`src/logic/tcc_pkg.sv`:
```
// Constants, register map and types of the timer/capture/compare unit.
package tcc_pkg;

    // ==========================================================
    // Register offsets on the byte-wide register port.
    localparam logic [4:0] A_TCTL   = 5'h00;
    localparam logic [4:0] A_TMOD   = 5'h01;
    localparam logic [4:0] A_T0L    = 5'h02;
    localparam logic [4:0] A_T0H    = 5'h03;
    localparam logic [4:0] A_T1L    = 5'h04;
    localparam logic [4:0] A_T1H    = 5'h05;
    localparam logic [4:0] A_T2CTL  = 5'h06;
    localparam logic [4:0] A_RLDL   = 5'h07;
    localparam logic [4:0] A_RLDH   = 5'h08;
    localparam logic [4:0] A_T2L    = 5'h09;
    localparam logic [4:0] A_T2H    = 5'h0A;
    localparam logic [4:0] A_CCMODE = 5'h0B;
    localparam logic [4:0] A_CMPCFG = 5'h0C;
    localparam logic [4:0] A_CC1L   = 5'h0D;
    localparam logic [4:0] A_FLAG   = 5'h13;

    // ==========================================================
    // Field positions.
    localparam int T0_RUN    = 0;
    localparam int T1_RUN    = 1;
    localparam int TM0_LSB   = 0;
    localparam int TM1_LSB   = 4;
    localparam int TM_CT     = 2;
    localparam int TM_GATE   = 3;
    localparam int T2_PRE    = 2;
    localparam int T2_RMODE  = 3;
    localparam int T2_RLDEN  = 4;
    localparam int CFG_LVL   = 4;
    localparam int FLG_T0    = 0;
    localparam int FLG_T1    = 1;
    localparam int FLG_T2    = 2;
    localparam int FLG_RLD   = 3;
    localparam int FLG_CC    = 4;
    // Pin vector positions.
    localparam int P_T0CNT   = 0;
    localparam int P_T1CNT   = 1;
    localparam int P_T2CNT   = 2;
    localparam int P_GATE0   = 3;
    localparam int P_GATE1   = 4;
    localparam int P_RLD     = 5;
    localparam int P_CC      = 6;
    localparam int NPIN      = 10;

    // ==========================================================
    // Reset values, counts and codes.
    localparam logic [7:0]  RST_BYTE = 8'h00;
    localparam logic [15:0] RST_WORD = 16'h0000;
    localparam logic [9:0]  PIN_IDLE = 10'h3FF;
    localparam logic [3:0]  MC_MAX   = 4'hB;
    localparam logic [1:0]  TMODE_13  = 2'h0;
    localparam logic [1:0]  TMODE_16  = 2'h1;
    localparam logic [1:0]  TMODE_RLD = 2'h2;
    localparam logic [1:0]  TMODE_SPL = 2'h3;
    localparam logic [1:0]  CCM_OFF   = 2'h0;
    localparam logic [1:0]  CCM_CMP   = 2'h1;
    localparam logic [1:0]  CCM_CPIN  = 2'h2;
    localparam logic [1:0]  CCM_CWR   = 2'h3;

    // Timer two count source.
    typedef enum logic [1:0] {
        T2_STOP,
        T2_TIMER,
        T2_GATED,
        T2_COUNT
    } tcc_t2src_t;

endpackage : tcc_pkg

```
`src/logic/tcc_top.sv`:
```
// Timer/counter unit with three timers and four capture/compare channels.
//
// How it works
// - Timers advance once per twelve clock periods.
// - Counter mode counts pin falls, one per machine cycle.
// - Modes: 13-bit, 16-bit, 8-bit auto-reload.
// - Mode 3 splits timer0; timer1 holds.
// - Gate pins enable timer zero and one.
// - Timer two: 16-bit, divide-by-two, gated input.
// - Four 16-bit channels on timer two, pins.
// - Reload register is low and high bytes.
// - Reload mode 0: overflow loads reload value.
// - Reload mode 1: trigger fall loads, flags.
// - Compare match drives output, raises request.
// - Compare mode 0: set on match, overflow clears.
// - Compare mode 1: software level, overflow ignored.
// - Capture mode 0: pin change latches timer two.
// - Capture mode 1: low-byte write latches timer.
// - Channels use port-one pins 0 to 3.
// - Timer two count pin, reload trigger pin.
// - Timer zero/one count and gate pins.
`timescale 1ns/1ps

module tcc_top (
    input  wire logic       mclk_in,              // Oscillator clock.
    input  wire logic       rstn_in,              // Sync reset, low.
    input  wire logic       ce_in,                // Clock enable.
    input  wire logic [4:0] addr_in,              // Register address.
    input  wire logic [7:0] wdata_in,             // Write data.
    input  wire logic       wr_in,                // Write strobe.
    input  wire logic       rd_in,                // Read strobe.
    output logic      [7:0] rdata_out,            // Read data.
    input  wire logic       timer0_count_in,      // Timer 0 count pin.
    input  wire logic       timer1_count_in,      // Timer 1 count pin.
    input  wire logic       timer2_count_in,      // Timer 2 count pin.
    input  wire logic       ext_irq0_gate_in,     // Timer 0 gate pin.
    input  wire logic       ext_irq1_gate_in,     // Timer 1 gate pin.
    input  wire logic       reload_trigger_in,    // Reload trigger pin.
    input  wire logic [3:0] capcmp_pin_in,        // Channel pin levels.
    output logic      [3:0] capcmp_pin_out,       // Compare levels.
    output logic      [3:0] capcmp_pin_oe_n_out,  // Pin drive, low.
    output logic      [7:0] irq_req_out           // Sticky requests.
);

    // ==========================================================
    // Helper functions.

    // One step of timer zero or one; returns overflow and value.
    function automatic logic [16:0] t01_step(
        input logic [1:0]  md,
        input logic [15:0] v
    );
        logic [12:0] n13;
        logic [16:0] r;
        n13 = {v[15:8], v[4:0]} + 13'h0001;
        case (md)
            tcc_pkg::TMODE_13: begin
                r = {(n13 == 13'h0000), n13[12:5], v[7:5], n13[4:0]};
            end
            tcc_pkg::TMODE_16: begin
                r = {(v == 16'hFFFF), v + 16'h0001};
            end
            tcc_pkg::TMODE_RLD: begin
                if (v[7:0] == 8'hFF) begin
                    r = {1'b1, v[15:8], v[15:8]};
                end else begin
                    r = {1'b0, v[15:8], v[7:0] + 8'h01};
                end
            end
            default: begin
                r = {(v[7:0] == 8'hFF), v[15:8], v[7:0] + 8'h01};
            end
        endcase
        return r;
    endfunction : t01_step

    // Address of a channel register byte; channel 0 is the reload.
    function automatic logic [4:0] cc_addr(
        input logic [1:0] ch,
        input logic       hi
    );
        logic [4:0] a;
        if (ch == 2'h0) begin
            a = hi ? tcc_pkg::A_RLDH : tcc_pkg::A_RLDL;
        end else begin
            a = tcc_pkg::A_CC1L + {2'h0, ch - 2'h1, hi};
        end
        return a;
    endfunction : cc_addr

    // ==========================================================
    // Pin synchronisers and filters.

    logic [9:0] pins;
    logic [9:0] s1_r;
    logic [9:0] s2_r;
    logic [9:0] s3_r;
    logic [9:0] flt_r;
    logic [9:0] fltd_r;
    logic [9:0] fall;
    logic [9:0] chg;

    // Gather the pins in one vector.
    assign pins = {capcmp_pin_in, reload_trigger_in,
                   ext_irq1_gate_in, ext_irq0_gate_in,
                   timer2_count_in,
                   timer1_count_in, timer0_count_in};

    // A filtered level follows only when stages two and three agree.
    always_ff @(posedge mclk_in) begin
        if (!rstn_in) begin
            s1_r   <= tcc_pkg::PIN_IDLE;
            s2_r   <= tcc_pkg::PIN_IDLE;
            s3_r   <= tcc_pkg::PIN_IDLE;
            flt_r  <= tcc_pkg::PIN_IDLE;
            fltd_r <= tcc_pkg::PIN_IDLE;
        end else if (ce_in) begin
            s1_r   <= pins;
            s2_r   <= s1_r;
            s3_r   <= s2_r;
            flt_r  <= (~(s2_r ^ s3_r) & s3_r) | ((s2_r ^ s3_r) & flt_r);
            fltd_r <= flt_r;
        end
    end

    assign fall = fltd_r & ~flt_r;
    assign chg  = fltd_r ^ flt_r;

    // ==========================================================
    // Machine cycle and count events.

    logic [3:0] mc_cnt_r;
    logic       tick;
    logic [2:0] pend_r;
    logic [2:0] cnt_evt;

    // Divide the clock by twelve.
    always_ff @(posedge mclk_in) begin
        if (!rstn_in) begin
            mc_cnt_r <= 4'h0;
        end else if (ce_in) begin
            if (tick) begin
                mc_cnt_r <= 4'h0;
            end else begin
                mc_cnt_r <= mc_cnt_r + 4'h1;
            end
        end
    end

    assign tick = (mc_cnt_r == tcc_pkg::MC_MAX);

    // A pin fall waits for the next machine cycle; a new fall wins.
    always_ff @(posedge mclk_in) begin
        if (!rstn_in) begin
            pend_r <= 3'h0;
        end else if (ce_in) begin
            pend_r <= (pend_r & ~{3{tick}}) | fall[2:0];
        end
    end

    assign cnt_evt = pend_r & {3{tick}};

    // ==========================================================
    // Control registers.

    logic [7:0] tctl_r;
    logic [7:0] tmod_r;
    logic [7:0] t2ctl_r;
    logic [7:0] ccmode_r;
    logic [7:0] cmpcfg_r;

    // Plain control bytes written by software.
    always_ff @(posedge mclk_in) begin
        if (!rstn_in) begin
            tctl_r   <= tcc_pkg::RST_BYTE;
            tmod_r   <= tcc_pkg::RST_BYTE;
            t2ctl_r  <= tcc_pkg::RST_BYTE;
            ccmode_r <= tcc_pkg::RST_BYTE;
            cmpcfg_r <= tcc_pkg::RST_BYTE;
        end else if (ce_in && wr_in) begin
            if (addr_in == tcc_pkg::A_TCTL) begin
                tctl_r <= wdata_in;
            end else if (addr_in == tcc_pkg::A_TMOD) begin
                tmod_r <= wdata_in;
            end else if (addr_in == tcc_pkg::A_T2CTL) begin
                t2ctl_r <= wdata_in;
            end else if (addr_in == tcc_pkg::A_CCMODE) begin
                ccmode_r <= wdata_in;
            end else if (addr_in == tcc_pkg::A_CMPCFG) begin
                cmpcfg_r <= wdata_in;
            end
        end
    end

    // ==========================================================
    // Timers zero and one.

    logic [1:0]  md0;
    logic [1:0]  md1;
    logic [15:0] t0_r;
    logic [15:0] t1_r;
    logic [16:0] st0;
    logic [16:0] st1;
    logic        en0;
    logic        en1;
    logic        en0h;
    logic        split;

    assign md0   = tmod_r[tcc_pkg::TM0_LSB +: 2];
    assign md1   = tmod_r[tcc_pkg::TM1_LSB +: 2];
    assign split = (md0 == tcc_pkg::TMODE_SPL);
    assign st0   = t01_step(md0, t0_r);
    assign st1   = t01_step(md1, t1_r);

    // Run, gate and source select for each timer.
    assign en0 = tctl_r[tcc_pkg::T0_RUN]
               & (~tmod_r[tcc_pkg::TM0_LSB + tcc_pkg::TM_GATE]
                  | flt_r[tcc_pkg::P_GATE0])
               & (tmod_r[tcc_pkg::TM0_LSB + tcc_pkg::TM_CT]
                  ? cnt_evt[0] : tick);
    assign en1 = tctl_r[tcc_pkg::T1_RUN]
               & (~tmod_r[tcc_pkg::TM1_LSB + tcc_pkg::TM_GATE]
                  | flt_r[tcc_pkg::P_GATE1])
               & (tmod_r[tcc_pkg::TM1_LSB + tcc_pkg::TM_CT]
                  ? cnt_evt[1] : tick)
               & (md1 != tcc_pkg::TMODE_SPL);
    // In split mode the high byte of timer 0 is a timer on run 1.
    assign en0h = split & tctl_r[tcc_pkg::T1_RUN] & tick;

    // Timer zero; a software write wins over a count.
    always_ff @(posedge mclk_in) begin
        if (!rstn_in) begin
            t0_r <= tcc_pkg::RST_WORD;
        end else if (ce_in) begin
            if (wr_in && addr_in == tcc_pkg::A_T0L) begin
                t0_r[7:0] <= wdata_in;
            end else if (en0) begin
                t0_r[7:0] <= st0[7:0];
            end
            if (wr_in && addr_in == tcc_pkg::A_T0H) begin
                t0_r[15:8] <= wdata_in;
            end else if (en0 && !split) begin
                t0_r[15:8] <= st0[15:8];
            end else if (en0h) begin
                t0_r[15:8] <= t0_r[15:8] + 8'h01;
            end
        end
    end

    // Timer one.
    always_ff @(posedge mclk_in) begin
        if (!rstn_in) begin
            t1_r <= tcc_pkg::RST_WORD;
        end else if (ce_in) begin
            if (wr_in && addr_in == tcc_pkg::A_T1L) begin
                t1_r[7:0] <= wdata_in;
            end else if (en1) begin
                t1_r[7:0] <= st1[7:0];
            end
            if (wr_in && addr_in == tcc_pkg::A_T1H) begin
                t1_r[15:8] <= wdata_in;
            end else if (en1) begin
                t1_r[15:8] <= st1[15:8];
            end
        end
    end

    // ==========================================================
    // Timer two with reload.

    tcc_pkg::tcc_t2src_t src2;
    logic [15:0] t2_r;
    logic [15:0] cc_w [4];
    logic        tick2;
    logic        pdiv_r;
    logic        en2;
    logic        ovf2;
    logic        ext_rld;
    logic        upd_r;
    logic        ovfd_r;

    assign src2 = tcc_pkg::tcc_t2src_t'(t2ctl_r[1:0]);

    // Select the count source of timer two.
    always_comb begin
        case (src2)
            tcc_pkg::T2_TIMER: tick2 = tick;
            tcc_pkg::T2_GATED: tick2 = tick & flt_r[tcc_pkg::P_T2CNT];
            tcc_pkg::T2_COUNT: tick2 = cnt_evt[2];
            default:           tick2 = 1'b0;
        endcase
    end

    // Optional divide by two ahead of timer two.
    always_ff @(posedge mclk_in) begin
        if (!rstn_in) begin
            pdiv_r <= 1'b0;
        end else if (ce_in && tick2) begin
            pdiv_r <= ~pdiv_r;
        end
    end

    assign en2 = tick2 & (~t2ctl_r[tcc_pkg::T2_PRE] | pdiv_r);
    assign ovf2 = en2 & (t2_r == 16'hFFFF);
    assign ext_rld = fall[tcc_pkg::P_RLD]
                   & t2ctl_r[tcc_pkg::T2_RLDEN]
                   & t2ctl_r[tcc_pkg::T2_RMODE];

    // Timer two count; writes first, then reload, then counting.
    always_ff @(posedge mclk_in) begin
        if (!rstn_in) begin
            t2_r <= tcc_pkg::RST_WORD;
        end else if (ce_in) begin
            if (wr_in && addr_in == tcc_pkg::A_T2L) begin
                t2_r[7:0] <= wdata_in;
            end else if (wr_in && addr_in == tcc_pkg::A_T2H) begin
                t2_r[15:8] <= wdata_in;
            end else if (ext_rld) begin
                t2_r <= cc_w[0];
            end else if (ovf2 && t2ctl_r[tcc_pkg::T2_RLDEN]) begin
                t2_r <= cc_w[0];
            end else if (en2) begin
                t2_r <= t2_r + 16'h0001;
            end
        end
    end

    // Mark a cycle in which the new count may be compared.
    always_ff @(posedge mclk_in) begin
        if (!rstn_in) begin
            upd_r  <= 1'b0;
            ovfd_r <= 1'b0;
        end else if (ce_in) begin
            upd_r  <= en2 | ext_rld;
            ovfd_r <= ovf2;
        end
    end

    // ==========================================================
    // Capture/compare channels.

    logic [3:0] evt;
    logic [3:0] cmp_lvl;

    for (genvar g = 0; g < 4; g++) begin : g_ch
        logic [15:0] cc_r;
        logic        lvl_r;
        logic [1:0]  ccm;
        logic        wlo;
        logic        whi;
        logic        cap_pin;
        logic        match;

        assign ccm = ccmode_r[2*g +: 2];
        assign wlo = wr_in & (addr_in == cc_addr(2'(g), 1'b0));
        assign whi = wr_in & (addr_in == cc_addr(2'(g), 1'b1));
        assign cap_pin = (ccm == tcc_pkg::CCM_CPIN)
                       & chg[tcc_pkg::P_CC + g];
        assign match = (ccm == tcc_pkg::CCM_CMP) & upd_r
                     & (t2_r == cc_r);

        // Channel register: pin capture, write capture or plain write.
        always_ff @(posedge mclk_in) begin
            if (!rstn_in) begin
                cc_r <= tcc_pkg::RST_WORD;
            end else if (ce_in) begin
                if (cap_pin) begin
                    cc_r <= t2_r;
                end else if (wlo) begin
                    if (ccm == tcc_pkg::CCM_CWR) begin
                        cc_r <= t2_r;
                    end else begin
                        cc_r[7:0] <= wdata_in;
                    end
                end else if (whi) begin
                    cc_r[15:8] <= wdata_in;
                end
            end
        end

        // Compare output level for the two compare modes.
        always_ff @(posedge mclk_in) begin
            if (!rstn_in) begin
                lvl_r <= 1'b0;
            end else if (ce_in) begin
                if (!cmpcfg_r[g]) begin
                    if (match) begin
                        lvl_r <= 1'b1;
                    end else if (ovfd_r) begin
                        lvl_r <= 1'b0;
                    end
                end else if (match) begin
                    lvl_r <= cmpcfg_r[tcc_pkg::CFG_LVL + g];
                end
            end
        end

        assign cc_w[g]    = cc_r;
        assign cmp_lvl[g] = lvl_r;
        assign evt[g]     = cap_pin | match
                          | (wlo & (ccm == tcc_pkg::CCM_CWR));
        // Drive the pin only while the channel compares.
        assign capcmp_pin_oe_n_out[g] =
            (ccm != tcc_pkg::CCM_CMP);
    end

    assign capcmp_pin_out = cmp_lvl;

    // ==========================================================
    // Sticky event flags; a set wins over a write-one clear.

    logic [7:0] flag_r;
    logic [7:0] flag_set;
    logic [7:0] flag_clr;

    assign flag_set = {evt,
                       ext_rld,
                       ovf2,
                       split ? (en0h & (t0_r[15:8] == 8'hFF))
                             : (en1 & st1[16]),
                       en0 & st0[16]};
    assign flag_clr = (wr_in && addr_in == tcc_pkg::A_FLAG)
                    ? wdata_in : 8'h00;

    always_ff @(posedge mclk_in) begin
        if (!rstn_in) begin
            flag_r <= tcc_pkg::RST_BYTE;
        end else if (ce_in) begin
            flag_r <= (flag_r & ~flag_clr) | flag_set;
        end
    end

    assign irq_req_out = flag_r;

    // ==========================================================
    // Read port; data stand one cycle after the strobe.

    logic [7:0] rd_nxt;
    logic [7:0] rdata_r;

    always_comb begin
        rd_nxt = 8'h00;
        if (addr_in == tcc_pkg::A_TCTL) begin
            rd_nxt = tctl_r;
        end else if (addr_in == tcc_pkg::A_TMOD) begin
            rd_nxt = tmod_r;
        end else if (addr_in == tcc_pkg::A_T0L) begin
            rd_nxt = t0_r[7:0];
        end else if (addr_in == tcc_pkg::A_T0H) begin
            rd_nxt = t0_r[15:8];
        end else if (addr_in == tcc_pkg::A_T1L) begin
            rd_nxt = t1_r[7:0];
        end else if (addr_in == tcc_pkg::A_T1H) begin
            rd_nxt = t1_r[15:8];
        end else if (addr_in == tcc_pkg::A_T2CTL) begin
            rd_nxt = t2ctl_r;
        end else if (addr_in == tcc_pkg::A_T2L) begin
            rd_nxt = t2_r[7:0];
        end else if (addr_in == tcc_pkg::A_T2H) begin
            rd_nxt = t2_r[15:8];
        end else if (addr_in == tcc_pkg::A_CCMODE) begin
            rd_nxt = ccmode_r;
        end else if (addr_in == tcc_pkg::A_CMPCFG) begin
            rd_nxt = cmpcfg_r;
        end else if (addr_in == tcc_pkg::A_FLAG) begin
            rd_nxt = flag_r;
        end else begin
            for (int i = 0; i < 4; i++) begin
                if (addr_in == cc_addr(2'(i), 1'b0)) begin
                    rd_nxt = cc_w[i][7:0];
                end else if (addr_in == cc_addr(2'(i), 1'b1)) begin
                    rd_nxt = cc_w[i][15:8];
                end
            end
        end
    end

    always_ff @(posedge mclk_in) begin
        if (!rstn_in) begin
            rdata_r <= tcc_pkg::RST_BYTE;
        end else if (ce_in) begin
            rdata_r <= rd_in ? rd_nxt : 8'h00;
        end
    end

    assign rdata_out = rdata_r;

endmodule : tcc_top

```
`config.mk`:
```
export PLATFORM = sky130hd
export DESIGN_NAME = tcc_top
export DESIGN_NICKNAME = d
export VERILOG_FILES = /design/src/logic/tcc_pkg.sv /design/src/logic/tcc_top.sv
export SDC_FILE = /design/constraint.sdc
export NUM_CORES = 1
export LEC_CHECK = 0
export ABC_AREA = 1
export BUFFER_PORTS_ARGS = -buffer_cell sky130_fd_sc_hd__buf_2
export CAP_MARGIN = 20
export CORE_ASPECT_RATIO = 1.4
export CORE_MARGIN = 5
export CORE_UTILIZATION = 65
export DETAILED_ROUTE_END_ITERATION = 6
export PLACE_DENSITY = 0.92
export SETUP_SLACK_MARGIN = 0.15
export SLEW_MARGIN = 20
export SYNTH_ARGS = -nofsm -noshare
export SYNTH_HDL_FRONTEND = slang
export SYNTH_SLANG_ARGS = --single-unit
```
`constraint.sdc`:
```
create_clock -name mclk_in -period 3.8 [get_ports mclk_in]
set_input_delay 0.76 -clock mclk_in [delete_from_list [all_inputs] [get_ports mclk_in]]
set_output_delay 0.76 -clock mclk_in [all_outputs]
set_load 0.05 [all_outputs]
```
Yosys cells after proc, flatten, opt, wreduce, memory -nomap -nowiden
Cells that the tools add are included.
W data, S select, Z words.
{"block": "classes", "reduce_logical": 61, "bitwise": 75, "addsub": 9, "n_eq_ne": 77, "muxes": 183}
{"operator": "$mux W5", "n": 100}
{"operator": "$mux W8", "n": 54}
{"operator": "$mux W16", "n": 7}
{"operator": "$pmux W17 S3", "n": 2}
{"operator": "$eq A16 B16 Y1", "n": 4}
{"operator": "$add A16 B1 Y16 const B", "n": 3}
{"operator": "$eq A16 B16 Y1 const B", "n": 3}
{"operator": "$eq A5 B4 Y1 const B", "n": 8}
{"operator": "$eq A5 B5 Y1", "n": 8}
{"operator": "$and A1 B1 Y1", "n": 39}
{"operator": "$reduce_and A3 Y1", "n": 13}
{"operator": "$mux W17", "n": 2}
{"operator": "$add A13 B1 Y13 const B", "n": 2}
{"operator": "$eq A2 B2 Y1 const B", "n": 13}
{"operator": "$logic_not A13 Y1", "n": 2}
{"operator": "$add A8 B1 Y8 const B", "n": 3}
{"operator": "$eq A8 B8 Y1 const B", "n": 3}
{"operator": "$reduce_bool A2 Y1", "n": 11}
{"operator": "$and A10 B10 Y10", "n": 2}
{"operator": "$eq A5 B3 Y1 const B", "n": 4}
{"operator": "$eq A5 B5 Y1 const B", "n": 4}
{"operator": "$xor A10 B10 Y10", "n": 2}
{"operator": "$reduce_bool A3 Y1", "n": 6}
{"operator": "$mux W1", "n": 16}
{"operator": "other kinds (33)", "n": 94}
{"block": "word_totals", "input_bits": 28, "word_cells": 442, "out_inout_bits": 24, "regBits": 232}

Depth between registers and ports, before layout
Gate-level depths: netlist (run 1).
{"block": "depth", "ltp_word": 49, "depth_mapped": 19, "ltp_nobuf": 19}

Worst setup path before layout (run 1)
Ideal clock, no wire load.
{"block": "synth_path", "kind": "input-to-reg", "startpoint": "input port addr_in[1]", "endpoint": "register rdata_r[2], in the netlist rdata_out[2]", "t_required_ps": 3668, "setup_time_ps": 132, "n_path_buf": 2, "stages": 17, "slack_ps": 1393, "arrival_ps": 2275, "path_cell_list": "buf_2 -> nand2_1 -> nor2_1 -> nand2_1 -> buf_2 -> o21ai_0 -> nand3_1 -> o21ai_1 -> nand3_1 -> nand2_1 -> nand4_1 -> nand2_1 -> nand4_1 -> nand2_1 -> nand2_1 -> nand2_1 -> a21oi_1"}
{"block": "synth_via", "elab_chain_cells": 22, "word_cells_on_any_way": 41, "cone_classes": "eq/ne: 19; mux: 21; reduce/logical: 1"}
{"item": "from (decl)", "line_no": "tcc_top.sv:28", "source": "input wire logic [4:0] addr_in,"}
{"item": "$eq A5 B5 Y1", "line_no": "tcc_top.sv:471", "source": "end else if (addr_in == cc_addr(2'(i), 1'b1)) begin"}
{"item": "$mux W8", "line_no": "tcc_top.sv:471"}
{"item": "$mux W8", "line_no": "tcc_top.sv:469", "source": "if (addr_in == cc_addr(2'(i), 1'b0)) begin"}
{"item": "$mux W8", "line_no": "tcc_top.sv:471"}
{"item": "$mux W8", "line_no": "tcc_top.sv:469"}
{"item": "$mux W8", "line_no": "tcc_top.sv:471"}
{"item": "$mux W8", "line_no": "tcc_top.sv:469"}
{"item": "$mux W8", "line_no": "tcc_top.sv:471"}
{"item": "[... 6 more ...]"}
{"item": "$mux W8", "line_no": "tcc_top.sv:455", "source": "end else if (addr_in == tcc_pkg::A_T2CTL) begin"}
{"item": "$mux W8", "line_no": "tcc_top.sv:453", "source": "end else if (addr_in == tcc_pkg::A_T1H) begin"}
{"item": "$mux W8", "line_no": "tcc_top.sv:451", "source": "end else if (addr_in == tcc_pkg::A_T1L) begin"}
{"item": "$mux W8", "line_no": "tcc_top.sv:449", "source": "end else if (addr_in == tcc_pkg::A_T0H) begin"}
{"item": "$mux W8", "line_no": "tcc_top.sv:447", "source": "end else if (addr_in == tcc_pkg::A_T0L) begin"}
{"item": "$mux W8", "line_no": "tcc_top.sv:445", "source": "end else if (addr_in == tcc_pkg::A_TMOD) begin"}
{"item": "$mux W8 *", "line_no": "tcc_top.sv:443", "source": "if (addr_in == tcc_pkg::A_TCTL) begin"}
{"item": "$mux W8 *", "line_no": "tcc_top.sv:482", "source": "rdata_r <= rd_in ? rd_nxt : 8'h00;"}
{"item": "to (signal assigned)", "line_no": "tcc_top.sv:480", "source": "rdata_r <= tcc_pkg::RST_BYTE;"}
{"item": "to (signal assigned)", "line_no": "tcc_top.sv:482"}
{"item": "to (decl)", "line_no": "tcc_top.sv:439", "source": "logic [7:0] rdata_r;"}
Every way passes the cells marked *; elsewhere a longest branch is shown, timed or not.
A chain may end at the register's enable or synchronous reset.

Worst setup path after layout (run 1)
{"block": "layout_path", "startpoint": "input port addr_in[0]", "endpoint": "register rdata_r[6], in the netlist rdata_out[6]"}
Same word-level chain as after synthesis.

==> results of run 1 <==
registers in the layout, indices dropped and copies added (netlist names), 3 cells and up, named ones only:
name	count
tmod_r	8
g_ch.cc_r	64
mc_cnt_r	4
g_ch.lvl_r	4
pend_r	3
s3_r	10
s2_r	10
irq_req_out	8
t0_r	16
fltd_r	8
tctl_r	8
t2_r	16
s1_r	10
ccmode_r	8
t2ctl_r	8
cmpcfg_r	8
rdata_out	8
t1_r	16
cells in the mapped netlist, drive strengths merged:
cell	number	area (um2)
dfxtp	230	4600
or3b	1	8.76
o21ai	247	1250
nor3	29	188
o22ai	15	93.8
a31oi	48	300
a2111oi	2	17.5
nand3b	1	7.51
o31ai	2	15.0
o221a	2	22.5
clkbuf	78	293
o221ai	7	61.3
nor2	169	737
clkinv	6	22.5
nand3	106	546
or2	8	50.1
buf	29	163
o211ai	38	285
xor2	47	412
inv	204	768
a211oi	40	300
nor3b	3	27.5
xnor2	19	166
nor4	11	75.1
o32ai	3	26.3
a221oi	12	105
a21oi	171	871
a32o	2	20.0
nand2	468	1770
o2111ai	3	26.3
ha	7	87.6
a221o	2	20.0
nand4	33	206
o41ai	1	8.76
logic make-up (layout without fill, tap and decap cells):
| kind of cell | Yosys count | after routing | synth area share |
|---|---|---|---|
| AOI/OAI and AO/OA | 595 | 595 | 0.252 |
| xor gates and xnor gates | 66 | 66 | 0.0426 |
| adders and majority gates | 7 | 7 | 0.00646 |
| buffers and inverters | 317 | 336 | 0.0919 |
| DFF | 230 | 230 | 0.340 |
| other | 0 | 2 | 0 |
| and+or+nand+nor | 829 | 829 | 0.267 |
cell usage in the layout, fill, tap and decap left out, types with 12 or more instances in the layout:
cell type and count:
o21ai_0 228, nand2_1 463, xor2_1 47, clkbuf_16 24
o211ai_1 38, a31oi_1 48, inv_1 176, buf_4 31
inv_2 27, buf_2 50, dfxtp_1 230, nand4_1 33
nor3_1 23, nor2_1 146, o21ai_1 18, a211oi_1 40
a221oi_1 12, a21oi_1 167, o22ai_1 15, nor2_2 14
xnor2_1 19, nand3_1 103
area by class of cell:
| cell class | instances | area, um2 | share of cell area |
|---|---|---|---|
| multi-input combinational | 1497 | 7710 | 0.520 |
| antenna | 2 | 5.00 | 0.000338 |
| inverter | 210 | 791 | 0.0533 |
| tap | 256 | 320 | 0.0216 |
| clock inverter | 16 | 250 | 0.0169 |
| sequential | 230 | 4600 | 0.311 |
| clock buffer | 28 | 646 | 0.0435 |
| timing repair buffer | 82 | 503 | 0.0339 |
report_power, final:
group / leakage, nW / switching, mW / internal [mW]
registers: 1.86 / 0.0400 / 2.46
logic: 3.70 / 0.306 / 0.106
clock network: 0.427 / 1.09 / 1.58
metrics by stage:
step	hold slack, ns	setup slack, ns	power [mW]
after CTS	0.417	0.932	5.54
after global routing	0.428	0.685	5.71
after detailed placement	0.443	0.341	2.93
final	0.412	0.813	5.57
after floorplan	0.425	1.39	2.79
after global placement	0.435	0.307	2.92
routing by layer:
| layer | wire [um] | vias to the layer above | global-route usage |
|---|---|---|---|
| li1 | - | 6936 | - |
| met1 | 17600 | 6972 | 0.469 |
| met2 | 24700 | 1245 | 0.718 |
| met3 | 6140 | 466 | 0.0902 |
| met4 | 6320 | 0 | 0.369 |
| met5 | 0 | - | 0 |
critical path: stages:
cell and delay (ns):
buf_2 0.16, inv_2 0.07, nand2_1 0.08, inv_1 0.06
nand3_1 0.51, o21ai_0 0.18, a21oi_1 0.37, nand3_1 0.23
o21ai_0 0.15, nand3_1 0.19, nand2_1 0.10, nand3_1 0.06
o22ai_1 0.15, nand4_1 0.17, nand2_1 0.10, a21oi_1 0.06
worst min path at each step:
stage / slack, ns / cells after the start / to / startpoint
after floorplan: 0.42 / 2 / t2ctl_r[5] / t2ctl_r[5]
after global placement: 0.44 / 2 / t2ctl_r[5] / t2ctl_r[5]
after detailed placement: 0.44 / 2 / s2_r[3] / s2_r[3]
after CTS: 0.42 / 3 / s1_r[4] / ext_irq1_gate_in
after global routing: 0.43 / 3 / s1_r[4] / ext_irq1_gate_in
final: 0.41 / 3 / s1_r[4] / ext_irq1_gate_in
==> flow_summary.ini, run 1 <==
[run_status]
status = finished, violations left
violations = design-rule violations

[timing]
rsz0062_at_grt = no
max_slew_margin = 0.377
fmax_ghz = 0.335
tightest_slew_ns = 0.930
clock-skew-final_ns = 0.0321
min_period_ns = 2.99
setup-tns-final_ns = 0
setup_viol_count_final = 0
fin_crit_sh = 0.786
slew_viol_final = 0
finalHoldViolations = 0

[routing]
vias = 15619
firstDrtPassIters = 7
first_iter_violations = 1935
routed_wl_um = 54700
drcViolationCount = 16
viasPerCell = 6.73
drtAntennaViolNets = 0
avgRoutedWirePerCell_um = 23.6

[worst_setup_path]
required_ns = 4.24
r2r_cells = 9
worstSetupStartpointType = primary input
crit_path_start = addr_in[0]
path_class = primary input to register
crit_end = rdata_out[6]
r2r_setup_slack_ns = 0.88
reg2reg_from = ccmode_r[2]
r2r-end = g_ch[1].cc_r[11]
cp.arrival_ns = 3.42
critPathCaptureType = register
path_max_fanout = 16

[clocking]
clk_latency_ns = 0.56
cts_setup_buffers = 0
cts.reportedPaths.clkPinSlew_ns = 0.07
cts-root-buf = clkbuf_16
tritoncts = built
htree_levels = 1
cts_buffer_depth = 3
clkSinkCount = 230
cts-resized-gates = 0
cts_hold_buf = 0
cts_buffers = 24

[yosys]
synth_cells = 2044
syn-num-nets = 2079
ys_ff_latch = 230
synth_cell_types = 51
syn-cell-area_um2 = 13600
avgSynthCellArea_um2 = 6.63
yosysSeqAreaShare = 0.340
yosysWarnings = 0

[place]
hpwl_um = 38100
dp_cells = 2275
place_congestion = 1.08
placed_cell_area_um2 = 13900
port_buffers = 51

[final_layout]
finalInstanceArea_um2 = 14800
layout-drive-gt1-share = 0.101
final_cells = 2321
fin_util = 0.721
fillers = 1631
area_growth_pct = 9.36
num-nets-final = 2080

[power_and_ir_drop]
vdd_drop_max_mv = 0.473
power_density_nw_per_um2 = 376
static-leakage-power_nw = 5.99

[global_routing]
antenna_found_initial = 2
grt_pass1_vias = 14976
grt_start_max_net_pins = 65
grt_pass1_wl_um = 82800
overflow = 0
track_usage = 0.434

[die]
die_w_um = 132
core_area_um2 = 20600
fp.dieH_um = 181
dieArea_um2 = 23900
start_util = 0.659
ios = 52
fp-row-count = 62

[worst_hold_path]
hp-class = primary input to register

[flow_run]
maxCapViolations = 0
Note: power is estimated with default switching activity, not from simulation.
==> run 2, diff against run 1 <==
--- a/config.mk
+++ b/config.mk
@@ -10,9 +10,9 @@
 export CAP_MARGIN = 20
 export CORE_ASPECT_RATIO = 1.4
 export CORE_MARGIN = 5
-export CORE_UTILIZATION = 65
+export CORE_UTILIZATION = 63
 export DETAILED_ROUTE_END_ITERATION = 6
-export PLACE_DENSITY = 0.92
+export PLACE_DENSITY = 0.9
 export SETUP_SLACK_MARGIN = 0.15
 export SLEW_MARGIN = 20
 export SYNTH_ARGS = -nofsm -noshare
==> constraint.sdc (replaced) <==
create_clock -name mclk_in -period 2.95 [get_ports mclk_in]
set_input_delay 0.59 -clock mclk_in [delete_from_list [all_inputs] [get_ports mclk_in]]
set_output_delay 0.59 -clock mclk_in [all_outputs]
set_load 0.05 [all_outputs]
==> run 2 against run 1 <==
Net effect: the run now ends clean; largest power group is now sequential cells; non-clock buffer count grew 58; setup slack got worse by 0.49 ns; first-iteration DRC count rose by 4.5%; via count grew 2.5%; critical path type is now register to register.
==> flow_summary.ini, run 2 (synthesis results as in run 1) <==
[clocking]
cts_setup_buffers = 0
cts.reportedPaths.clkPinSlew_ns = 0.06
tritoncts = built
cts_buffer_depth = 3
cts_hold_buf = 0
clk_latency_ns = 0.55
cts-root-buf = clkbuf_16
clkSinkCount = 230
cts_buffers = 23
htree_levels = 1
cts-resized-gates = 0

[timing]
setup-tns-final_ns = 0
fmax_ghz = 0.381
max_slew_margin = 0.361
fin_crit_sh = 0.891
fin_ws_ns = 0.322
setup_viol_count_final = 0
clock-skew-final_ns = 0.0164
rsz0062_at_grt = yes
tightest_slew_ns = 0.955
min_period_ns = 2.63
finalHoldViolations = 0
slew_viol_final = 0

[die]
dieArea_um2 = 24600
core_area_um2 = 21200
start_util = 0.639
fp-row-count = 63
fp.dieH_um = 184
die_w_um = 134
ios = 52

[global_routing]
track_usage = 0.459
grt_pass1_wl_um = 87600
antenna_found_initial = 1
overflow = 0
grt_pass1_vias = 15423
grt_start_max_net_pins = 154

[worst_setup_path]
path_max_fanout = 9
cp.arrival_ns = 3.05
path_class = register to register
r2r_setup_slack_ns = 0.32
worstSetupStartpointType = register
r2r_cells = 15
reg2reg_from = t2_r[0]
r2r-end = t2_r[11]
required_ns = 3.38
critPathCaptureType = register

[flow_run]
maxCapViolations = 0

[final_layout]
antennaDiodeCount = 0
final_common_cell = nand2_1
final_cells = 2374
top_register = g_ch.cc_r
area_growth_pct = 11.5
fin_util = 0.713
fillers = 1745
num-nets-final = 2137
largest_reg_flops = 64
final_cell_mix = nand2_1 (462), dfxtp_1 (230), o21ai_0 (228)
layout-drive-gt1-share = 0.123

[power_and_ir_drop]
p_int_mw = 5.00
vdd_drop_max_mv = 0.686
static-leakage-power_nw = 6.24
p_seq_frac = 0.475
switching_share = 0.263
p_sw_mw = 1.78
combPwrFrac = 0.084
p_clk_frac = 0.441
power_density_nw_per_um2 = 448

[routing]
avgRoutedWirePerCell_um = 24.2
drcViolationCount = 0
drtAntennaViolNets = 0
routed_wl_um = 57500
firstDrtPassIters = 6
viasPerCell = 6.74
first_iter_violations = 2022
vias = 16005

[worst_hold_path]
hp-class = primary input to register
hold_depth = 3
hold_start = capcmp_pin_in[0]
worstHoldEndpoint = s1_r[6]

[place]
port_buffers = 51
hpwl_um = 40200
place_congestion = 1.09
place_ws_ns = 0.00739
dp_cells = 2337

[run_status]
status = finished clean
-- run 2: worst max path at each step --
stage	startpoint	endpoint	cells after the start
6_report	t2_r[0]	t2_r[11]	15
5_1_grt	t2_r[1]	t2_r[11]	15
4_1_cts	t2_r[1]	t2_r[11]	15
3_5_place_dp	addr_in[0]	rdata_out[6]	16
3_3_place_gp	addr_in[0]	rdata_out[6]	16
2_1_floorplan	addr_in[1]	rdata_out[2]	17
-- run 2: layout make-up --
type	instances	area, um2	share of cell area
Clock buffer	28	624	0.0413
Clock inverter	9	110	0.00728
Inverter	210	791	0.0523
Multi-Input combinational cell	1497	7720	0.511
Sequential cell	230	4600	0.305
Tap cell	260	325	0.0215
Timing Repair Buffer	140	938	0.0621
-- run 2: layer usage --
layer  wire (um)  GRT usage  vias to the layer above
met1       18700      0.496                     7267
met3        6380     0.0950                      433
li1            -          -                     7034
met2       26200      0.765                     1269
met5          14          0                        -
met4        6250      0.393                        2
-- run 2: power by group through the flow --
| stage | logic (mW) | clock network (mW) | registers, mW |
|---|---|---|---|
| after global placement | 0.525 | 0 | 3.28 |
| after CTS | 0.544 | 2.97 | 3.21 |
| after global routing | 0.603 | 3.12 | 3.22 |
| after floorplan | 0.319 | 0 | 3.27 |
| final | 0.571 | 2.99 | 3.22 |
| after detailed placement | 0.535 | 0 | 3.28 |
-- run 2: worst max-delay path, cell delays in order (launching register included) --
cell and delay (ns):
dfxtp_1 0.35, buf_4 0.23, inv_2 0.11, nor3_1 0.29, inv_1 0.10, nor2_1 0.13, inv_1 0.06, nor2_2 0.20
nand2_2 0.17, inv_1 0.13, nand3_1 0.09, xor2_1 0.19, o21ai_0 0.17, a21oi_1 0.07, a21oi_1 0.14, a21oi_1 0.08
-- run 2: stage by stage --
stage | power (mW) | hold slack (ns) | cell area, um2
2_1_floorplan | 3.59 | 0.425 | 13600
5_1_grt | 6.94 | 0.258 | 15100
4_1_cts | 6.73 | 0.256 | 15100
3_5_place_dp | 3.82 | 0.443 | 14400
3_3_place_gp | 3.80 | 0.434 | 14400
6_report | 6.78 | 0.251 | 15100
==> run 3, diff against run 2 <==
--- a/config.mk
+++ b/config.mk
@@ -5,7 +5,6 @@
 export SDC_FILE = /design/constraint.sdc
 export NUM_CORES = 1
 export LEC_CHECK = 0
-export ABC_AREA = 1
 export BUFFER_PORTS_ARGS = -buffer_cell sky130_fd_sc_hd__buf_2
 export CAP_MARGIN = 20
 export CORE_ASPECT_RATIO = 1.4
==> run 3 against run 2 <==
Net effect: the flow now finishes with violations (design-rule violations); count of clock-buffer cells in the layout grew 8; clock power increased by 5%; area after synthesis increased by 9.4%; first-iteration DRC count fell by 4.8%; largest cell class unchanged.
==> flow_summary.ini, run 3 <==
[worst_setup_path]
path_class = register to register
worstSetupStartpointType = register
r2r_setup_slack_ns = 0.32
path_max_fanout = 11
cp.arrival_ns = 3.04
required_ns = 3.36
critPathCaptureType = register

[timing]
fin_ws_ns = 0.316
rsz0062_at_grt = no
slew_viol_final = 0
setup-tns-final_ns = 0
tightest_slew_ns = 0.974
fin_crit_sh = 0.893
max_slew_margin = 0.346
clock-skew-final_ns = 0.0222
min_period_ns = 2.63
finalHoldViolations = 0
fmax_ghz = 0.380
setup_viol_count_final = 0

[clocking]
cts-root-buf = clkbuf_16
cts.reportedPaths.clkPinSlew_ns = 0.06
tritoncts = built
cts_setup_buffers = 0
clk_latency_ns = 0.54
htree_levels = 1
cts-resized-gates = 0
cts_buffers = 24
cts_hold_buf = 0
clkSinkCount = 230
cts_buffer_depth = 3

[final_layout]
final_cell_mix = dfxtp_1 (230), nor2_1 (195), nand2_1 (172)
final_common_cell = dfxtp_1
layout-drive-gt1-share = 0.118
largest_reg_flops = 64
top_register = g_ch.cc_r
fillers = 1843
final_cells = 2216
regArea_um2 = 4600
multi_input_area_um2 = 9370
num-nets-final = 1927
area_growth_pct = 9.88

[yosys]
synth_top_family_by_area = compound AO/OA/AOI/OAI gates
synth_cells = 1893
synth_cell_types = 92
yosysWarnings = 0
synthAdderAreaFrac = 0.00590
synth-simple-area-share = 0.226
synthDominantCellAreaShare = 0.310
synthTopCellsByArea = dfxtp_1 (31%), mux2i_1 (10%), nor2_1 (4.9%)
muxShareOfSynthArea = 0.106
synth_ff_type = dfxtp_1
syn-cell-area_um2 = 14800
yosysMostFrequentCell = dfxtp_1
synth-xor-area-share = 0.0602
avgSynthCellArea_um2 = 7.84
ys_ff_latch = 230
yosys-top-cells-count = dfxtp_1 (230), nor2_1 (195), nand2_1 (172)
syn-num-nets = 1928
yosysSeqAreaShare = 0.310
synth_top_area_cell = dfxtp_1
synth_compound_area_frac = 0.233
async_reset_ff_frac = 0
synth-edff-count = 0

[die]
dieArea_um2 = 26800
core_area_um2 = 23200
ios = 52
start_util = 0.639
die_w_um = 140
fp-row-count = 66
fp.dieH_um = 192

[place]
port_buffers = 51
dp_cells = 2172
place_ws_ns = 0.0348
place_congestion = 1.06
hpwl_um = 40300

[routing]
routed_wl_um = 56700
firstDrtPassIters = 7
viasPerCell = 6.94
drcViolationCount = 2
first_iter_violations = 1924
avgRoutedWirePerCell_um = 25.6
drtAntennaViolNets = 0
vias = 15385

[worst_hold_path]
hp-class = primary input to register

[flow_run]
maxCapViolations = 0

[power_and_ir_drop]
static-leakage-power_nw = 5.94
power_density_nw_per_um2 = 428
p_total_mw = 6.98
vdd_drop_max_mv = 0.507

[global_routing]
track_usage = 0.413
overflow = 0
grt_start_max_net_pins = 67
grt_pass1_wl_um = 87500
grt_pass1_vias = 15002
antenna_found_initial = 1

[run_status]
violations = design-rule violations
status = finished, violations left
## run 3: changes by cell type after synthesis, moves of 31 or more
cell | before | now
o21ai_0 | 228 | 108
clkbuf_1 | 78 | 110
nand2_1 | 463 | 172
inv_1 | 177 | 19
xnor2_1 | 19 | 71
nor2_1 | 146 | 195
nand3_1 | 103 | 62
mux2i_1 | 0 | 153
a211oi_1 | 40 | 71
## run 3: cell type report
cell class | instances | share of cell area
flip-flops and latches | 230 | 0.282
multi-input cells | 1465 | 0.575
inverters | 20 | 0.00476
diodes | 1 | 0.000154
well taps | 306 | 0.0235
clock inverters | 7 | 0.00637
repair buffers | 151 | 0.0651
clock buffers | 36 | 0.0427
## run 3: kinds of logic after synthesis
| logic type | Yosys count |
|---|---|
| buf+inv | 198 |
| mux | 157 |
| fa+ha+maj | 7 |
| flops | 230 |
| simple gates | 669 |
| compound gates | 530 |
| xor+xnor | 102 |
## run 3: where the power goes
group          total [mW]  internal [mW]  switching, mW
registers            3.18           3.14         0.0362
logic               0.671          0.206          0.465
clock network        3.14           1.81           1.33
## run 3: per-layer routing
layer	routed length (um)	GRT usage	vias to the layer above
met5	0	0	-
met4	5210	0.301	0
met3	5170	0.0625	297
met2	25800	0.683	981
met1	20500	0.486	7213
li1	-	-	6894
## run 3: final timing paths
| kind | from | end | cells past startpoint |
|---|---|---|---|
| worst max-delay path | mc_cnt_r[0] | t2_r[9] | 8 |
| worst min-delay path | ext_irq1_gate_in | s1_r[4] | 3 |
| worst max register to register | mc_cnt_r[0] | t2_r[9] | 8 |
| worst min register to register | ovfd_r | ovfd_r | 2 |
## run 3: metrics by stage
| step | hold slack [ns] | util | instance area, um2 |
|---|---|---|---|
| final | 0.277 | 0.703 | 16300 |
| after global routing | 0.301 | 0.703 | 16300 |
| after CTS | 0.275 | 0.702 | 16300 |
| after detailed placement | 0.463 | 0.668 | 15500 |
| after global placement | 0.453 | 0.668 | 15500 |
| after floorplan | 0.441 | - | 14800 |
## run 3: worst max-delay path, stage by stage, from the launching register on
cell	delay (ns)
dfxtp_1	0.37
ha_1	0.23
and3b_1	0.35
nor4b_4	0.51
nand4_2	0.30
nand2_1	0.15
buf_4	0.25
mux2i_1	0.25
o211ai_1	0.11
